$ cat config.mk
export PLATFORM = sky130hd
export DESIGN_NAME = tmcc_top
export DESIGN_NICKNAME = d
export VERILOG_FILES = /design/src/rtl/tmcc_top.v /design/src/rtl/tmcc_edge.v
export VERILOG_INCLUDE_DIRS = /design/src /design/src/rtl
export SDC_FILE = /design/constraint.sdc
export NUM_CORES = 1
export LEC_CHECK = 0
export BUFFER_PORTS_ARGS = -buffer_cell sky130_fd_sc_hd__buf_4
export CAP_MARGIN = 20
export CORE_UTILIZATION = 40
export CTS_CLUSTER_SIZE = 24
export DETAILED_ROUTE_END_ITERATION = 6
export PLACE_DENSITY_LB_ADDON = 0.12
export SLEW_MARGIN = 0
export SYNTH_ARGS = -nofsm -noshare
export SYNTH_HDL_FRONTEND = slang
export SYNTH_SLANG_ARGS = --single-unit
export TNS_END_PERCENT = 100
$ cat constraint.sdc
create_clock -name mclk -period 24.3 [get_ports mclk]
set_clock_uncertainty 0.05 [all_clocks]
set_input_delay 4.86 -clock mclk [delete_from_list [all_inputs] [get_ports mclk]]
set_output_delay 4.86 -clock mclk [all_outputs]
set_load 0.02 [all_outputs]
$ cat src/rtl/tmcc_defs.vh
// Register offsets, field positions, codes and reset values of the timers.
`ifndef TMCC_DEFS_VH
`define TMCC_DEFS_VH

// ----------------------------------------------------------------------
// Register offsets inside one timer (address bits 3:0)
// ----------------------------------------------------------------------
`define TMCC_OFS_CTRL0    4'h0
`define TMCC_OFS_CTRL1    4'h1
`define TMCC_OFS_CNT_LO   4'h2
`define TMCC_OFS_CNT_HI   4'h3
`define TMCC_OFS_CMPA_LO  4'h4
`define TMCC_OFS_CMPA_HI  4'h5
`define TMCC_OFS_CMPP_LO  4'h6
`define TMCC_OFS_CMPP_HI  4'h7

// ----------------------------------------------------------------------
// Field positions of control register 0
// ----------------------------------------------------------------------
`define TMCC_C0_PAUSE     7
`define TMCC_C0_CKSEL_HI  6
`define TMCC_C0_CKSEL_LO  4
`define TMCC_C0_ON        3

// ----------------------------------------------------------------------
// Field positions of control register 1
// ----------------------------------------------------------------------
`define TMCC_C1_MODE_HI   7
`define TMCC_C1_MODE_LO   6
`define TMCC_C1_PFN_HI    5
`define TMCC_C1_PFN_LO    4
`define TMCC_C1_OC        3
`define TMCC_C1_POL       2
`define TMCC_C1_DPX       1
`define TMCC_C1_CCLR      0

// ----------------------------------------------------------------------
// Operating modes
// ----------------------------------------------------------------------
`define TMCC_MODE_CMP     2'h0
`define TMCC_MODE_CAP     2'h1
`define TMCC_MODE_PWM     2'h2
`define TMCC_MODE_TMR     2'h3

// ----------------------------------------------------------------------
// Clock select codes
// ----------------------------------------------------------------------
`define TMCC_CK_SYS4      3'h0
`define TMCC_CK_SYS       3'h1
`define TMCC_CK_H16       3'h2
`define TMCC_CK_H64       3'h3
`define TMCC_CK_SUB0      3'h4
`define TMCC_CK_SUB1      3'h5
`define TMCC_CK_EXT_RISE  3'h6
`define TMCC_CK_EXT_FALL  3'h7

// ----------------------------------------------------------------------
// Pin function codes
// ----------------------------------------------------------------------
`define TMCC_PF_0         2'h0
`define TMCC_PF_1         2'h1
`define TMCC_PF_2         2'h2
`define TMCC_PF_3         2'h3

// ----------------------------------------------------------------------
// Reset values and prescaler
// ----------------------------------------------------------------------
`define TMCC_RST_BYTE     8'h00
`define TMCC_RST_WORD     16'h0000
`define TMCC_PRE_W        6
`define TMCC_NUM_TM       4

`endif

$ cat src/rtl/tmcc_top.v
// Four timer modules sharing a prescaler, each with its own counter, compare, pin and byte access.
//
// What this block does
// Four timers, standard or periodic type.
// Free counter compares; match clears, changes pin.
// Interrupt sources from compare A and P.
// Three-bit field selects counter clock source.
// External clock pin edge rising or falling.
// External clock pin triggers single pulse.
// Capture on rising, falling or both edges.
// Periodic timers may capture from clock pin.
// Inverted output always mirrors main output.
// Compare match drives pin high, low, toggle.
// One edge PWM and single pulse each.
// Software selects pin sharing before use.
// Timers 0,1 have inverted outputs; 2,3 not.
// High byte direct, low byte through buffer.
// Low write buffers; compare high write commits both, counter high write is ignored.
// High read latches low into buffer.
// Software writes low first, reads high first.
// Clock codes: sys/4, sys, h/16, h/64, sub, pin.
// Capture codes: rise, fall, both, disabled.
// Pins synchronised before edge detection.
`include "tmcc_defs.vh"

module tmcc_top (
	input  wire       mclk,
	input  wire       rst,
	input  wire [5:0] addr,
	input  wire [7:0] wdata,
	input  wire       wr_en,
	input  wire       rd_en,
	output reg  [7:0] rdata,
	input  wire       sub_clk_pin,
	input  wire       std_ext_clk_pin,
	input  wire [2:0] per_ext_clk_pin,
	input  wire       std_capture_pin,
	input  wire [2:0] per_capture_pin,
	output wire       std_out_pin,
	output wire       std_out_inv_pin,
	output wire [2:0] per_out_pin,
	output wire       per0_out_inv_pin,
	output wire [3:0] match_a_pulse,
	output wire [3:0] match_p_pulse
);

	// ------------------------------------------------------------------
	// Shared prescaler and sub clock edge
	// ------------------------------------------------------------------
	reg  [`TMCC_PRE_W-1:0] pre_reg;
	wire                   tick_4;
	wire                   tick_16;
	wire                   tick_64;
	wire                   sub_rise;
	wire [3:0]             ext_pins;
	wire [3:0]             cap_pins;
	wire [3:0]             ext_rise;
	wire [3:0]             ext_fall;
	wire [3:0]             cap_rise;
	wire [3:0]             cap_fall;
	wire [31:0]            rd_all;
	wire [3:0]             pin_lvl;
	wire [3:0]             pin_inv;

	// Free-running divider; each rate is a one-cycle enable.
	always @(posedge mclk or posedge rst) begin
		if (rst) begin
			pre_reg <= {`TMCC_PRE_W{1'b0}};
		end else begin
			pre_reg <= pre_reg + 1'b1;
		end
	end

	assign tick_4  = &pre_reg[1:0];
	assign tick_16 = &pre_reg[3:0];
	assign tick_64 = &pre_reg;

	tmcc_edge u_sub (
		.mclk (mclk),
		.rst  (rst),
		.pin  (sub_clk_pin),
		.rise (sub_rise),
		.fall ()
	);

	assign ext_pins = {per_ext_clk_pin, std_ext_clk_pin};
	assign cap_pins = {per_capture_pin, std_capture_pin};

	// ------------------------------------------------------------------
	// Timer instances (0 standard, 1..3 periodic)
	// ------------------------------------------------------------------
	genvar i;
	generate
		for (i = 0; i < `TMCC_NUM_TM; i = i + 1) begin : g_tm
			reg  [7:0]  ctrl0_reg;
			reg  [7:0]  ctrl1_reg;
			reg  [15:0] cnt_reg;
			reg  [15:0] cmpa_reg;
			reg  [15:0] cmpp_reg;
			reg  [7:0]  buf_reg;
			reg         on_d_reg;
			reg         out_reg;
			reg         lvl_reg;
			reg         sp_run_reg;
			reg         match_a_reg;
			reg         match_p_reg;
			reg         tick;
			reg         cap_evt;
			reg         pwm_act;
			reg  [7:0]  rd_word;
			wire [1:0]  mode;
			wire [1:0]  pfn;
			wire [2:0]  cksel;
			wire        on;
			wire        on_rise;
			wire        hit;
			wire        wr_hit;
			wire        rd_hit;
			wire        sp_mode;
			wire        sp_trig;
			wire        run;
			wire        ena;
			wire        hit_a;
			wire        hit_p;
			wire        clr_on_a;
			wire        src_rise;
			wire        src_fall;
			wire [15:0] duty;

			tmcc_edge u_ext (
				.mclk (mclk),
				.rst  (rst),
				.pin  (ext_pins[i]),
				.rise (ext_rise[i]),
				.fall (ext_fall[i])
			);

			tmcc_edge u_cap (
				.mclk (mclk),
				.rst  (rst),
				.pin  (cap_pins[i]),
				.rise (cap_rise[i]),
				.fall (cap_fall[i])
			);

			// Field decode and bus selection.
			assign mode  = ctrl1_reg[`TMCC_C1_MODE_HI:`TMCC_C1_MODE_LO];
			assign pfn   = ctrl1_reg[`TMCC_C1_PFN_HI:`TMCC_C1_PFN_LO];
			assign cksel = ctrl0_reg[`TMCC_C0_CKSEL_HI:`TMCC_C0_CKSEL_LO];
			assign on      = ctrl0_reg[`TMCC_C0_ON];
			assign on_rise = on & ~on_d_reg;
			assign hit     = ({30'h0, addr[5:4]} == i);
			assign wr_hit  = wr_en & hit;
			assign rd_hit  = rd_en & hit;

			// Clock source selection.
			always @* begin
				case (cksel)
				`TMCC_CK_SYS4:     tick = tick_4;
				`TMCC_CK_SYS:      tick = 1'b1;
				`TMCC_CK_H16:      tick = tick_16;
				`TMCC_CK_H64:      tick = tick_64;
				`TMCC_CK_SUB0,
				`TMCC_CK_SUB1:     tick = sub_rise;
				`TMCC_CK_EXT_RISE: tick = ext_rise[i];
				`TMCC_CK_EXT_FALL: tick = ext_fall[i];
				default:           tick = 1'b0;
				endcase
			end

			// Single pulse waits for its trigger before counting.
			assign sp_mode = (mode == `TMCC_MODE_PWM) & (pfn == `TMCC_PF_3);
			assign sp_trig = sp_mode & on & ext_rise[i] & ~sp_run_reg;
			assign run = on & ~ctrl0_reg[`TMCC_C0_PAUSE] &
				(~sp_mode | sp_run_reg);
			assign ena   = run & tick;
			assign hit_a = ena & (cnt_reg == cmpa_reg);
			assign hit_p = ena & (cnt_reg == cmpp_reg);
			// PWM: the period comparator clears, the other sets duty.
			assign clr_on_a = (mode == `TMCC_MODE_PWM) ?
				ctrl1_reg[`TMCC_C1_DPX] : ctrl1_reg[`TMCC_C1_CCLR];
			assign duty = ctrl1_reg[`TMCC_C1_DPX] ? cmpp_reg : cmpa_reg;

			// Capture source: periodic timers may use the clock pin.
			assign src_rise = (i != 0 && ctrl1_reg[`TMCC_C1_DPX]) ?
				ext_rise[i] : cap_rise[i];
			assign src_fall = (i != 0 && ctrl1_reg[`TMCC_C1_DPX]) ?
				ext_fall[i] : cap_fall[i];

			// Capture edge selection.
			always @* begin
				case (pfn)
				`TMCC_PF_0: cap_evt = src_rise;
				`TMCC_PF_1: cap_evt = src_fall;
				`TMCC_PF_2: cap_evt = src_rise | src_fall;
				default:    cap_evt = 1'b0;
				endcase
				if (mode != `TMCC_MODE_CAP || !on) begin
					cap_evt = 1'b0;
				end
			end

			// PWM active phase per pin function.
			always @* begin
				case (pfn)
				`TMCC_PF_0: pwm_act = 1'b0;
				`TMCC_PF_1: pwm_act = 1'b1;
				`TMCC_PF_2: pwm_act = on & (cnt_reg < duty);
				default:    pwm_act = sp_run_reg;
				endcase
			end

			// Read mux for this timer.
			always @* begin
				case (addr[3:0])
				`TMCC_OFS_CTRL0:   rd_word = ctrl0_reg;
				`TMCC_OFS_CTRL1:   rd_word = ctrl1_reg;
				`TMCC_OFS_CNT_LO:  rd_word = buf_reg;
				`TMCC_OFS_CNT_HI:  rd_word = cnt_reg[15:8];
				`TMCC_OFS_CMPA_LO: rd_word = buf_reg;
				`TMCC_OFS_CMPA_HI: rd_word = cmpa_reg[15:8];
				`TMCC_OFS_CMPP_LO: rd_word = buf_reg;
				`TMCC_OFS_CMPP_HI: rd_word = cmpp_reg[15:8];
				default:           rd_word = 8'h00;
				endcase
			end
			assign rd_all[i*8 +: 8] = rd_word;

			// Registers, byte buffer, counter and output state.
			always @(posedge mclk or posedge rst) begin
				if (rst) begin
					ctrl0_reg   <= `TMCC_RST_BYTE;
					ctrl1_reg   <= `TMCC_RST_BYTE;
					cnt_reg     <= `TMCC_RST_WORD;
					cmpa_reg    <= `TMCC_RST_WORD;
					cmpp_reg    <= `TMCC_RST_WORD;
					buf_reg     <= `TMCC_RST_BYTE;
					on_d_reg    <= 1'b0;
					out_reg     <= 1'b0;
					lvl_reg     <= 1'b0;
					sp_run_reg  <= 1'b0;
					match_a_reg <= 1'b0;
					match_p_reg <= 1'b0;
				end else begin
					on_d_reg    <= on;
					match_a_reg <= hit_a;
					match_p_reg <= hit_p;
					// Bus writes: low bytes only fill the buffer.
					if (wr_hit) begin
						case (addr[3:0])
						`TMCC_OFS_CTRL0:   ctrl0_reg <= wdata;
						`TMCC_OFS_CTRL1:   ctrl1_reg <= wdata;
						`TMCC_OFS_CNT_LO,
						`TMCC_OFS_CMPA_LO,
						`TMCC_OFS_CMPP_LO: buf_reg <= wdata;
						`TMCC_OFS_CMPA_HI: cmpa_reg <= {wdata, buf_reg};
						`TMCC_OFS_CMPP_HI: cmpp_reg <= {wdata, buf_reg};
						default:           buf_reg <= buf_reg;
						endcase
					end
					// High-byte reads latch the low byte.
					if (rd_hit) begin
						case (addr[3:0])
						`TMCC_OFS_CNT_HI:  buf_reg <= cnt_reg[7:0];
						`TMCC_OFS_CMPA_HI: buf_reg <= cmpa_reg[7:0];
						`TMCC_OFS_CMPP_HI: buf_reg <= cmpp_reg[7:0];
						default:           buf_reg <= buf_reg;
						endcase
					end
					// A capture overrides a bus write in the same cycle.
					if (cap_evt) begin
						cmpa_reg <= cnt_reg;
					end
					// Counter: restart on switch-on or trigger.
					if (on_rise || sp_trig) begin
						cnt_reg <= `TMCC_RST_WORD;
					end else if (ena) begin
						if (clr_on_a ? hit_a : hit_p) begin
							cnt_reg <= `TMCC_RST_WORD;
						end else begin
							cnt_reg <= cnt_reg + 16'h0001;
						end
					end
					// Single pulse runs from trigger to compare A.
					if (sp_trig) begin
						sp_run_reg <= 1'b1;
					end else if (hit_a || !on || !sp_mode) begin
						sp_run_reg <= 1'b0;
					end
					// Output state per mode.
					if (mode == `TMCC_MODE_CMP) begin
						if (on_rise) begin
							out_reg <= ctrl1_reg[`TMCC_C1_OC];
						end else if (hit_a) begin
							case (pfn)
							`TMCC_PF_1: out_reg <= 1'b0;
							`TMCC_PF_2: out_reg <= 1'b1;
							`TMCC_PF_3: out_reg <= ~out_reg;
							default:    out_reg <= out_reg;
							endcase
						end
					end else if (mode == `TMCC_MODE_PWM) begin
						out_reg <= pwm_act ? ctrl1_reg[`TMCC_C1_OC] :
							~ctrl1_reg[`TMCC_C1_OC];
					end
					lvl_reg <= out_reg ^ ctrl1_reg[`TMCC_C1_POL];
				end
			end

			assign pin_lvl[i]       = lvl_reg;
			assign match_a_pulse[i] = match_a_reg;
			assign match_p_pulse[i] = match_p_reg;
		end
	endgenerate

	// ------------------------------------------------------------------
	// Output pins and inverted companions
	// ------------------------------------------------------------------
	reg [3:0] pin_reg;
	reg [1:0] inv_reg;

	// Main and inverted pins update together from one level.
	always @(posedge mclk or posedge rst) begin
		if (rst) begin
			pin_reg <= 4'h0;
			inv_reg <= 2'h3;
		end else begin
			pin_reg <= pin_lvl;
			inv_reg <= ~pin_lvl[1:0];
		end
	end

	assign pin_inv          = {2'h0, inv_reg};
	assign std_out_pin      = pin_reg[0];
	assign per_out_pin      = pin_reg[3:1];
	assign std_out_inv_pin  = pin_inv[0];
	assign per0_out_inv_pin = pin_inv[1];

	// ------------------------------------------------------------------
	// Register read port
	// ------------------------------------------------------------------
	// Data stand in the cycle after the strobe only.
	always @(posedge mclk or posedge rst) begin
		if (rst) begin
			rdata <= 8'h00;
		end else if (rd_en) begin
			rdata <= rd_all[addr[5:4]*8 +: 8];
		end else begin
			rdata <= 8'h00;
		end
	end

endmodule // tmcc_top

$ cat src/rtl/tmcc_edge.v
// Two-stage pin synchroniser with rising and falling edge detection.
module tmcc_edge (
	input  wire mclk,
	input  wire rst,
	input  wire pin,
	output wire rise,
	output wire fall
);

	reg [2:0] sync_reg;

	// ------------------------------------------------------------------
	// Synchroniser and history
	// ------------------------------------------------------------------
	// Only the second and third stages feed the edge detectors.
	always @(posedge mclk or posedge rst) begin
		if (rst) begin
			sync_reg <= 3'h0;
		end else begin
			sync_reg <= {sync_reg[1:0], pin};
		end
	end

	// One event per qualifying edge.
	assign rise = sync_reg[1] & ~sync_reg[2];
	assign fall = ~sync_reg[1] & sync_reg[2];

endmodule // tmcc_edge

; ---- Word-level counts from Yosys, hierarchy flattened
; Index checks and enable logic that the tools add are counted.
[word_totals]
register_bits = 359
in_bits = 27
out_inout_bits = 22
word_cells = 478
[op_classes]
addsub = 5
magnitude_cmp = 4
eq_ne = 78
shifts = 1
mux = 108
n_bitwise = 123
n_reduce_logical = 98
[ops]
columns = operator, n
row1 = $mux W16, 28
row2 = $pmux W8 S6, 4
row3 = $eq A16 B16 Y1, 8
row4 = $pmux W8 S3, 4
row5 = $mux W8, 10
row6 = $and A1 B1 Y1, 69
row7 = $add A16 B1 Y16 const B, 4
row8 = $lt A16 B16 Y1, 4
row9 = $reduce_bool A2 Y1, 28
row10 = $eq A3 B3 Y1 const B, 16
row11 = $mux W1, 46
row12 = $not A1 Y1, 41
row13 = $pmux W1 S3, 12
row14 = $reduce_and A2 Y1, 17
row15 = $shiftx A32 B6 Y8, 1
row16 = $eq A2 B2 Y1 const B, 14
row17 = $pmux W1 S7, 4
row18 = $eq A3 B2 Y1 const B, 8
row19 = $reduce_and A3 Y1, 8
row20 = $ne A5 B3 Y1 const B, 4
row21 = $logic_not A2 Y1, 9
row22 = $eq A4 B3 Y1 const B, 4
row23 = $logic_or A1 B1 Y1, 16
row24 = $ne A4 B1 Y1 const B, 4
row25 = 17 further kinds, 54

; ---- Logic depth before layout (Yosys ltp)
; Gate-level depths: netlist of run 1.
[logic_depth]
depth_word = 11
mapped_depth = 10
ltp_nobuf = 8

; ---- Modules after synthesis
; From an unflattened synthesis of run 1, not the netlist that was laid out.
[hier_totals]
hier_cells = 2182
area_unflattened_um2 = 22086.2
[by_module_without_submodules]
columns = mod, instances, cells_each, area_each_um2, seq_area_each_um2
row1 = tmcc_top, 1, 2128, 21241.6, 8310.5
row2 = tmcc_edge, 9, 6, 93.8, 75.1

; ---- Least setup slack after synthesis of run 1
; OpenSTA, ideal clock, no wires.
[synth_timing]
path_type = input port to flip-flop
startpoint = in addr[1]
endpoint = reg g_tm[1].cmpp_reg[0]
setup_ns = 0.125
arrival_ns = 6.384
t_required_ns = 24.125
path_slack_ns = 17.741
path_stages = 7
n_path_buf = 4
cell_sequence = buf_6 > buf_4 > buf_4 > nand2_1 > nor2_1 > buf_2 > mux2_2
[synth_via]
elab_chain_len = 2
[synth_rtl]
columns = item, line
row1 = start: declaration, tmcc_top.v:29  ; input wire [5:0] addr,
row2 = $eq A4 B3 Y1, tmcc_top.v:250  ; case (addr[3:0])
row3 = $reduce_and A2 Y1 (no line), n/a
row4 = end signal: assignment, tmcc_top.v:236  ; cmpp_reg <= `TMCC_RST_WORD;
row5 = end signal: assignment, tmcc_top.v:257  ; `TMCC_OFS_CMPP_HI: cmpp_reg <= {wdata, buf_reg};
row6 = end: declaration, tmcc_top.v:99  ; reg [15:0] cmpp_reg;
; Every way passes these cells.
; A chain may end at the register's enable or synchronous reset.

; ---- Final worst setup path of run 1
[layout_timing]
startpoint = in addr[1]
endpoint = reg g_tm[3].buf_reg[7]
[layout_via]
elab_chain_len = 4
elab_cells_between_ends = 12
cone_classes = 7 x eq/ne / 2 x mux / 3 x reduce/logical
[layout_rtl]
columns = item, line
row1 = $eq A4 B2 Y1 or $eq A4 B3 Y1 (tied branches), tmcc_top.v:250
row2 = $reduce_or A3 Y1 (no line), n/a
row3 = $reduce_bool A2 Y1 (no line), n/a
row4 = $reduce_and A3 Y1 (no line), n/a
row5 = end signal: assignment, tmcc_top.v:255  ; `TMCC_OFS_CMPP_LO: buf_reg <= wdata;
row6 = end signal: assignment, tmcc_top.v:258  ; default: buf_reg <= buf_reg;
row7 = end signal: assignment, tmcc_top.v:264  ; `TMCC_OFS_CNT_HI: buf_reg <= cnt_reg[7:0];
row8 = end: declaration, tmcc_top.v:100  ; reg [7:0] buf_reg;
; Several ways; a longest one is shown, not always the timed one.

==> results_dict.tcl, run 1 <==
set metrics [dict create \
    dieHeight_um 236 \
    synthAdderAreaFrac_pct 3.83 \
    max_freq_mhz 132 \
    ctsResizeCount 0 \
    drt-pass1-iter-count 5 \
    synth-edff-count 0 \
    yosys.area_share.simple_pct 15.1 \
    clk_latency_ps 600 \
    tightest_slew_ps 1140 \
    p_leak_nw 10.4 \
    viasPerCell 5.98 \
    peakVddDrop_mv 0.0516 \
    syn_to_final_growth_pct 9.57 \
    period_share_pct 31.2 \
    yosysUniqueCellTypes 88 \
    stdcell_area_um2 24000 \
    synth_area_leader_cell "dfrtp_1" \
    netlist_instances 2209 \
    placedCellCount 2794 \
    layout_setup_ws_ps 16720 \
    cts_max_path_buffers 3 \
    stdcell_count 2877 \
    grt.total_usage_pct 24.4 \
    synthMuxAreaShare_pct 17.0 \
    synth-xor-area-share_pct 6.48 \
    crit_fanout 56 \
    critPathKind "input pin to flop" \
    finalSetupTns_ps 0 \
    avgRoutedWirePerCell_um 23.5 \
    clkTransAtPathRegs_ps 60 \
    final-setup-viol-count 0 \
    outcome "finished clean" \
    drt_iter0_drc 1445 \
    grt_pass1_wl_um 106000 \
    netlist_top_cells_area "dfrtp_1, mux2i_1, mux2_2, xor2_1, ha_1" \
    final_max_slew_viol_count 0 \
    grt_pass1_vias 16900 \
    ant_nets 0 \
    core_area_um2 53900 \
    power_density_nw_per_um2 82.7 \
    dieArea_um2 55700 \
    synth_warnings 0 \
    htreeDepth 2 \
    num_rows 85 \
    synth_ff_type "dfrtp_1" \
    drive_gt1_share_pct 14.7 \
    cts.sinks 359 \
    grt.overflow.total 0 \
    hold_violations 0 \
    ff2ff_setup_slack_ps 20850 \
    cts_hold_buf 0 \
    synth_seq_cells 359 \
    period_needed_ps 7580 \
    initial_core_util_pct 40.6 \
    cts_tree "yes" \
    rsz0062_at_grt "no" \
    clock-root-buffer "clkbuf_16" \
    avgSynthCellArea_um2 9.92 \
    antenna_found_initial 1 \
    synthesis.nets 2303 \
    synth_top_area_share_pct 40.8 \
    ys_seq_area_share_pct 41.0 \
    arrival_ps 7940 \
    dp_hpwl_um 46500 \
    fp.dieW_um 236 \
    post-cts-setup-buffers 0 \
    hold_path.class "flop to flop" \
    routed_wl_um 67600 \
    ys_async_sr_fraction_pct 100 \
    slew_headroom_pct 24.2 \
    place_congestion 0.886 \
    io_buffers 48 \
    place_area_um2 22500 \
    drcViolationCount 0 \
    cts_buffers 43 \
    netlist_area_um2 21900 \
    synth_compound_area_share_pct 12.3 \
    start_kind "input pin" \
    vias 17200 \
    maxCapViolations 0 \
    cp-end-kind "flop" \
    grt_max_degree 87 \
    synth_top_family_by_area "multiplexers" \
    final_nets 2240 \
    required_ps 24660 \
    io_pins 49 \
    place_ws_ps 16160 \
]
final timing paths:
kind,from,end,cells past startpoint
min in group asynchronous,rst,g_tm[2].cnt_reg[6],2
worst min-delay path,g_tm[1].u_cap.sync_reg[0],g_tm[1].u_cap.sync_reg[1],0
worst max-delay path,addr[1],g_tm[3].buf_reg[7],7
worst min register to register,g_tm[1].u_cap.sync_reg[0],g_tm[1].u_cap.sync_reg[1],0
max in group asynchronous,rst,g_tm[0].cmpp_reg[1],3
worst max register to register,pre_reg[0],g_tm[3].cnt_reg[4],8
metrics by stage:
step	power, mW	hold WS, ps	utilization, %
after CTS	2.00	297	44.4
final	1.99	294	44.5
after global placement	1.32	283	41.8
after global routing	2.09	302	44.5
after floorplan	1.16	281	-
after detailed placement	1.33	288	41.8
cells in the mapped netlist (7+ instances only):
cell / instances
a211oi_1: 42
a21oi_1: 132
a221o_1: 16
a221oi_1: 18
a41oi_1: 8
and2_1: 13
and3_1: 16
buf_1: 14
buf_2: 53
buf_4: 14
clkbuf_1: 98
dfrtp_1: 357
ha_1: 67
inv_1: 26
mux2_2: 129
mux2i_1: 211
mux4_2: 7
nand2_1: 151
nand2b_1: 14
nand3_1: 62
nand3b_1: 9
nand4_1: 54
nor2_1: 189
nor2b_1: 18
nor3_1: 16
nor4_1: 38
o211ai_1: 14
o21ai_0: 83
o221ai_1: 12
o31ai_1: 7
or2_2: 7
or3_1: 16
xnor2_1: 64
xor2_1: 98
report_power, final:
group	internal [mW]	total, mW	switching (mW)	leakage, nW
Clock	0.391	0.662	0.271	0.700
Sequential	0.707	0.873	0.166	4.51
Combinational	0.210	0.450	0.240	5.14
worst max-delay path, stage by stage:
cell	delay, ps
buf_4	280
buf_4	890
nor2_1	70
buf_4	250
or3_1	520
nor2_1	890
a21oi_1	140
cells in the final DEF (no fill, tap or decap), drive strengths merged, types with 16 or more instances in the layout:
master and n:
o21ai 89, buf 76, mux2i 211, xnor2 64, a221oi 18, nor3 23, and3 16, ha 67
inv 29, a221o 16, nand4 54, clkbuf 62, nor4 39, nand2 151, nand3 64, mux2 129
nor2 191, or3 16, xor2 98, nor2b 18, dfrtp 357, a211oi 42, a21oi 133
logic make-up (layout without fill, tap and decap cells):
group / Yosys count / count (layout)
adders and majority gates: 67 / 67
AOI/OAI and AO/OA: 408 / 408
DFF: 359 / 359
other: 0 / 1
muxes: 347 / 347
buffers and inverters: 210 / 181
xor gates and xnor gates: 162 / 162
and+or+nand+nor: 656 / 656
metal layers:
metal | GRT usage, % | routed length [um]
met1 | 34.7 | 31200
met2 | 37.9 | 31000
met3 | 3.32 | 3270
met4 | 8.85 | 2150
met5 | 0 | 0
final cells by class:
| class | instances | area [um2] |
|---|---|---|
| multi-input cells | 1640 | 12000 |
| repair buffers | 76 | 606 |
| clock buffers | 62 | 1220 |
| well taps | 696 | 871 |
| diodes | 1 | 2.50 |
| inverters | 26 | 105 |
| clock inverters | 17 | 203 |
| fillers | 5090 | 29900 |
| flip-flops and latches | 359 | 8990 |
Note: power is estimated with default switching activity, not from simulation.
==> run 2, diff against run 1 <==
==> constraint.sdc (replaced) <==
create_clock -name mclk -period 7.94 [get_ports mclk]
set_clock_uncertainty 0.05 [all_clocks]
set_input_delay 1.588 -clock mclk [delete_from_list [all_inputs] [get_ports mclk]]
set_output_delay 1.588 -clock mclk [all_outputs]
set_load 0.02 [all_outputs]
==> run 2 against run 1 <==
Against the previous run:
- count of clock-buffer cells in the layout grew 5
- critical path depth up 2
- cell count unchanged
- sequential power rose to 3.1 times the previous value
- via count fell by 0.42%
- non-clock buffer count is 2 higher
- routed wire length grew 1.5%
- die area did not move
- power grew to 3.1 times the previous value
- hold slack improved by 1.8 ps
- critical path type unchanged
- largest cell class unchanged
- largest power group unchanged
==> results_dict.tcl, run 2 (synthesized netlist as in run 1, its figures left out) <==
set metrics [dict create \
    outcome "finished clean" \
    final_common_cell "dfrtp_1" \
    power_density_nw_per_um2 253 \
    required_ps 8390 \
    cts_hold_buf 0 \
    dieArea_um2 55700 \
    initial_core_util_pct 40.6 \
    tightest_slew_ps 1120 \
    ctsResizeCount 0 \
    crit_fanout 57 \
    power_switching_mw 2.06 \
    place_ws_ps 3110 \
    maxCapViolations 0 \
    p_leak_nw 10.4 \
    cts_max_path_buffers 3 \
    final-setup-viol-count 0 \
    final_util_pct 44.5 \
    grt.overflow.total 0 \
    avgRoutedWirePerCell_um 23.9 \
    drive_gt1_share_pct 14.5 \
    start_kind "input pin" \
    drt-pass1-iter-count 5 \
    power_frac_comb_pct 22.6 \
    io_buffers 48 \
    cp-end-kind "flop" \
    grt_max_degree 150 \
    place_congestion 0.898 \
    finalSetupTns_ps 0 \
    rsz0062_at_grt "no" \
    arrival_ps 4730 \
    drcViolationCount 0 \
    dieHeight_um 236 \
    cts_buffers 43 \
    fillCellCount 5071 \
    final_nets 2242 \
    viasPerCell 5.96 \
    drt_iter0_drc 1403 \
    num_rows 85 \
    max_freq_mhz 234 \
    grt_pass1_vias 17200 \
    fp.dieW_um 236 \
    final_max_slew_viol_count 0 \
    dp_hpwl_um 47400 \
    place_area_um2 22600 \
    hold_path.class "flop to flop" \
    peakVddDrop_mv 0.152 \
    layout_setup_ws_ps 3660 \
    stdcell_area_um2 24000 \
    vias 17100 \
    routed_wl_um 68700 \
    syn_to_final_growth_pct 9.64 \
    io_pins 49 \
    pwr-share-seq_pct 44.1 \
    period_share_pct 53.9 \
    clock-root-buffer "clkbuf_16" \
    grt_pass1_wl_um 107000 \
    clk_latency_ps 590 \
    p_total_mw 6.09 \
    antenna_found_initial 3 \
    hold_violations 0 \
    clock_power_share_pct 33.3 \
    slew_headroom_pct 25.1 \
    cts_tree "yes" \
    period_needed_ps 4280 \
    netSwitchingFraction_pct 33.8 \
    core_area_um2 53900 \
    clkTransAtPathRegs_ps 60 \
    post-cts-setup-buffers 0 \
    critPathKind "input pin to flop" \
    final_cell_mix "dfrtp_1, mux2i_1, nor2_1" \
    cts.sinks 359 \
    grt.total_usage_pct 24.9 \
    htreeDepth 2 \
    intPower_mw 4.03 \
    ant_nets 0 \
]
## run 2: area by class of cell
class / instances / area [um2] / area share [%]
Antenna cell: 1 / 2.50 / 0.0104
Clock buffer: 67 / 1270 / 5.28
Clock inverter: 10 / 150 / 0.625
Inverter: 26 / 101 / 0.422
Multi-Input combinational cell: 1640 / 12000 / 50.0
Sequential cell: 359 / 8990 / 37.4
Tap cell: 696 / 871 / 3.63
Timing Repair Buffer: 78 / 626 / 2.60
## run 2: worst paths after layout
| kind | end | from | depth (start not counted) | slack, ps |
|---|---|---|---|---|
| worst max-delay path | rdata[2] | addr[1] | 9 | 3660 |
| worst min-delay path | g_tm[3].u_ext.sync_reg[1] | g_tm[3].u_ext.sync_reg[0] | 0 | 300 |
| worst max register to register | g_tm[3].cnt_reg[3] | pre_reg[0] | 8 | 4330 |
| worst min register to register | g_tm[3].u_ext.sync_reg[1] | g_tm[3].u_ext.sync_reg[0] | 0 | 300 |
| max in group asynchronous | g_tm[2].u_ext.sync_reg[0] | rst | 4 | 5400 |
| min in group asynchronous | g_tm[0].cmpa_reg[7] | rst | 3 | 1200 |
## run 2: layer usage
layer	share of wire, %	GRT usage (%)	wire length, um
met5	0.026	0	18
met4	3.1	7.98	2140
met3	5.2	4.65	3540
met2	46	39.2	31500
met1	46	34.3	31500
## run 2: critical path: stages
cell      delay [ps]
buf_4            260
buf_4            860
nor2_1            80
buf_4            250
nor2_2           690
a221o_1          280
a221oi_1          70
mux4_2           510
nor2_1           110
## run 2: per-stage QoR
| step | instances | hold WS (ps) |
|---|---|---|
| after floorplan | 2209 | 281 |
| after global placement | 2797 | 286 |
| after detailed placement | 2798 | 285 |
| after CTS | 2875 | 298 |
| after global routing | 2877 | 303 |
| final | 2877 | 296 |
## run 2: power groups by stage
| stage | combinational (mW) | sequential [mW] | clock (mW) |
|---|---|---|---|
| after global placement | 1.35 | 2.71 | 0 |
| final | 1.37 | 2.68 | 2.03 |
| after floorplan | 1.09 | 2.47 | 0 |
| after detailed placement | 1.38 | 2.70 | 0 |
| after global routing | 1.54 | 2.73 | 2.15 |
| after CTS | 1.38 | 2.68 | 2.08 |
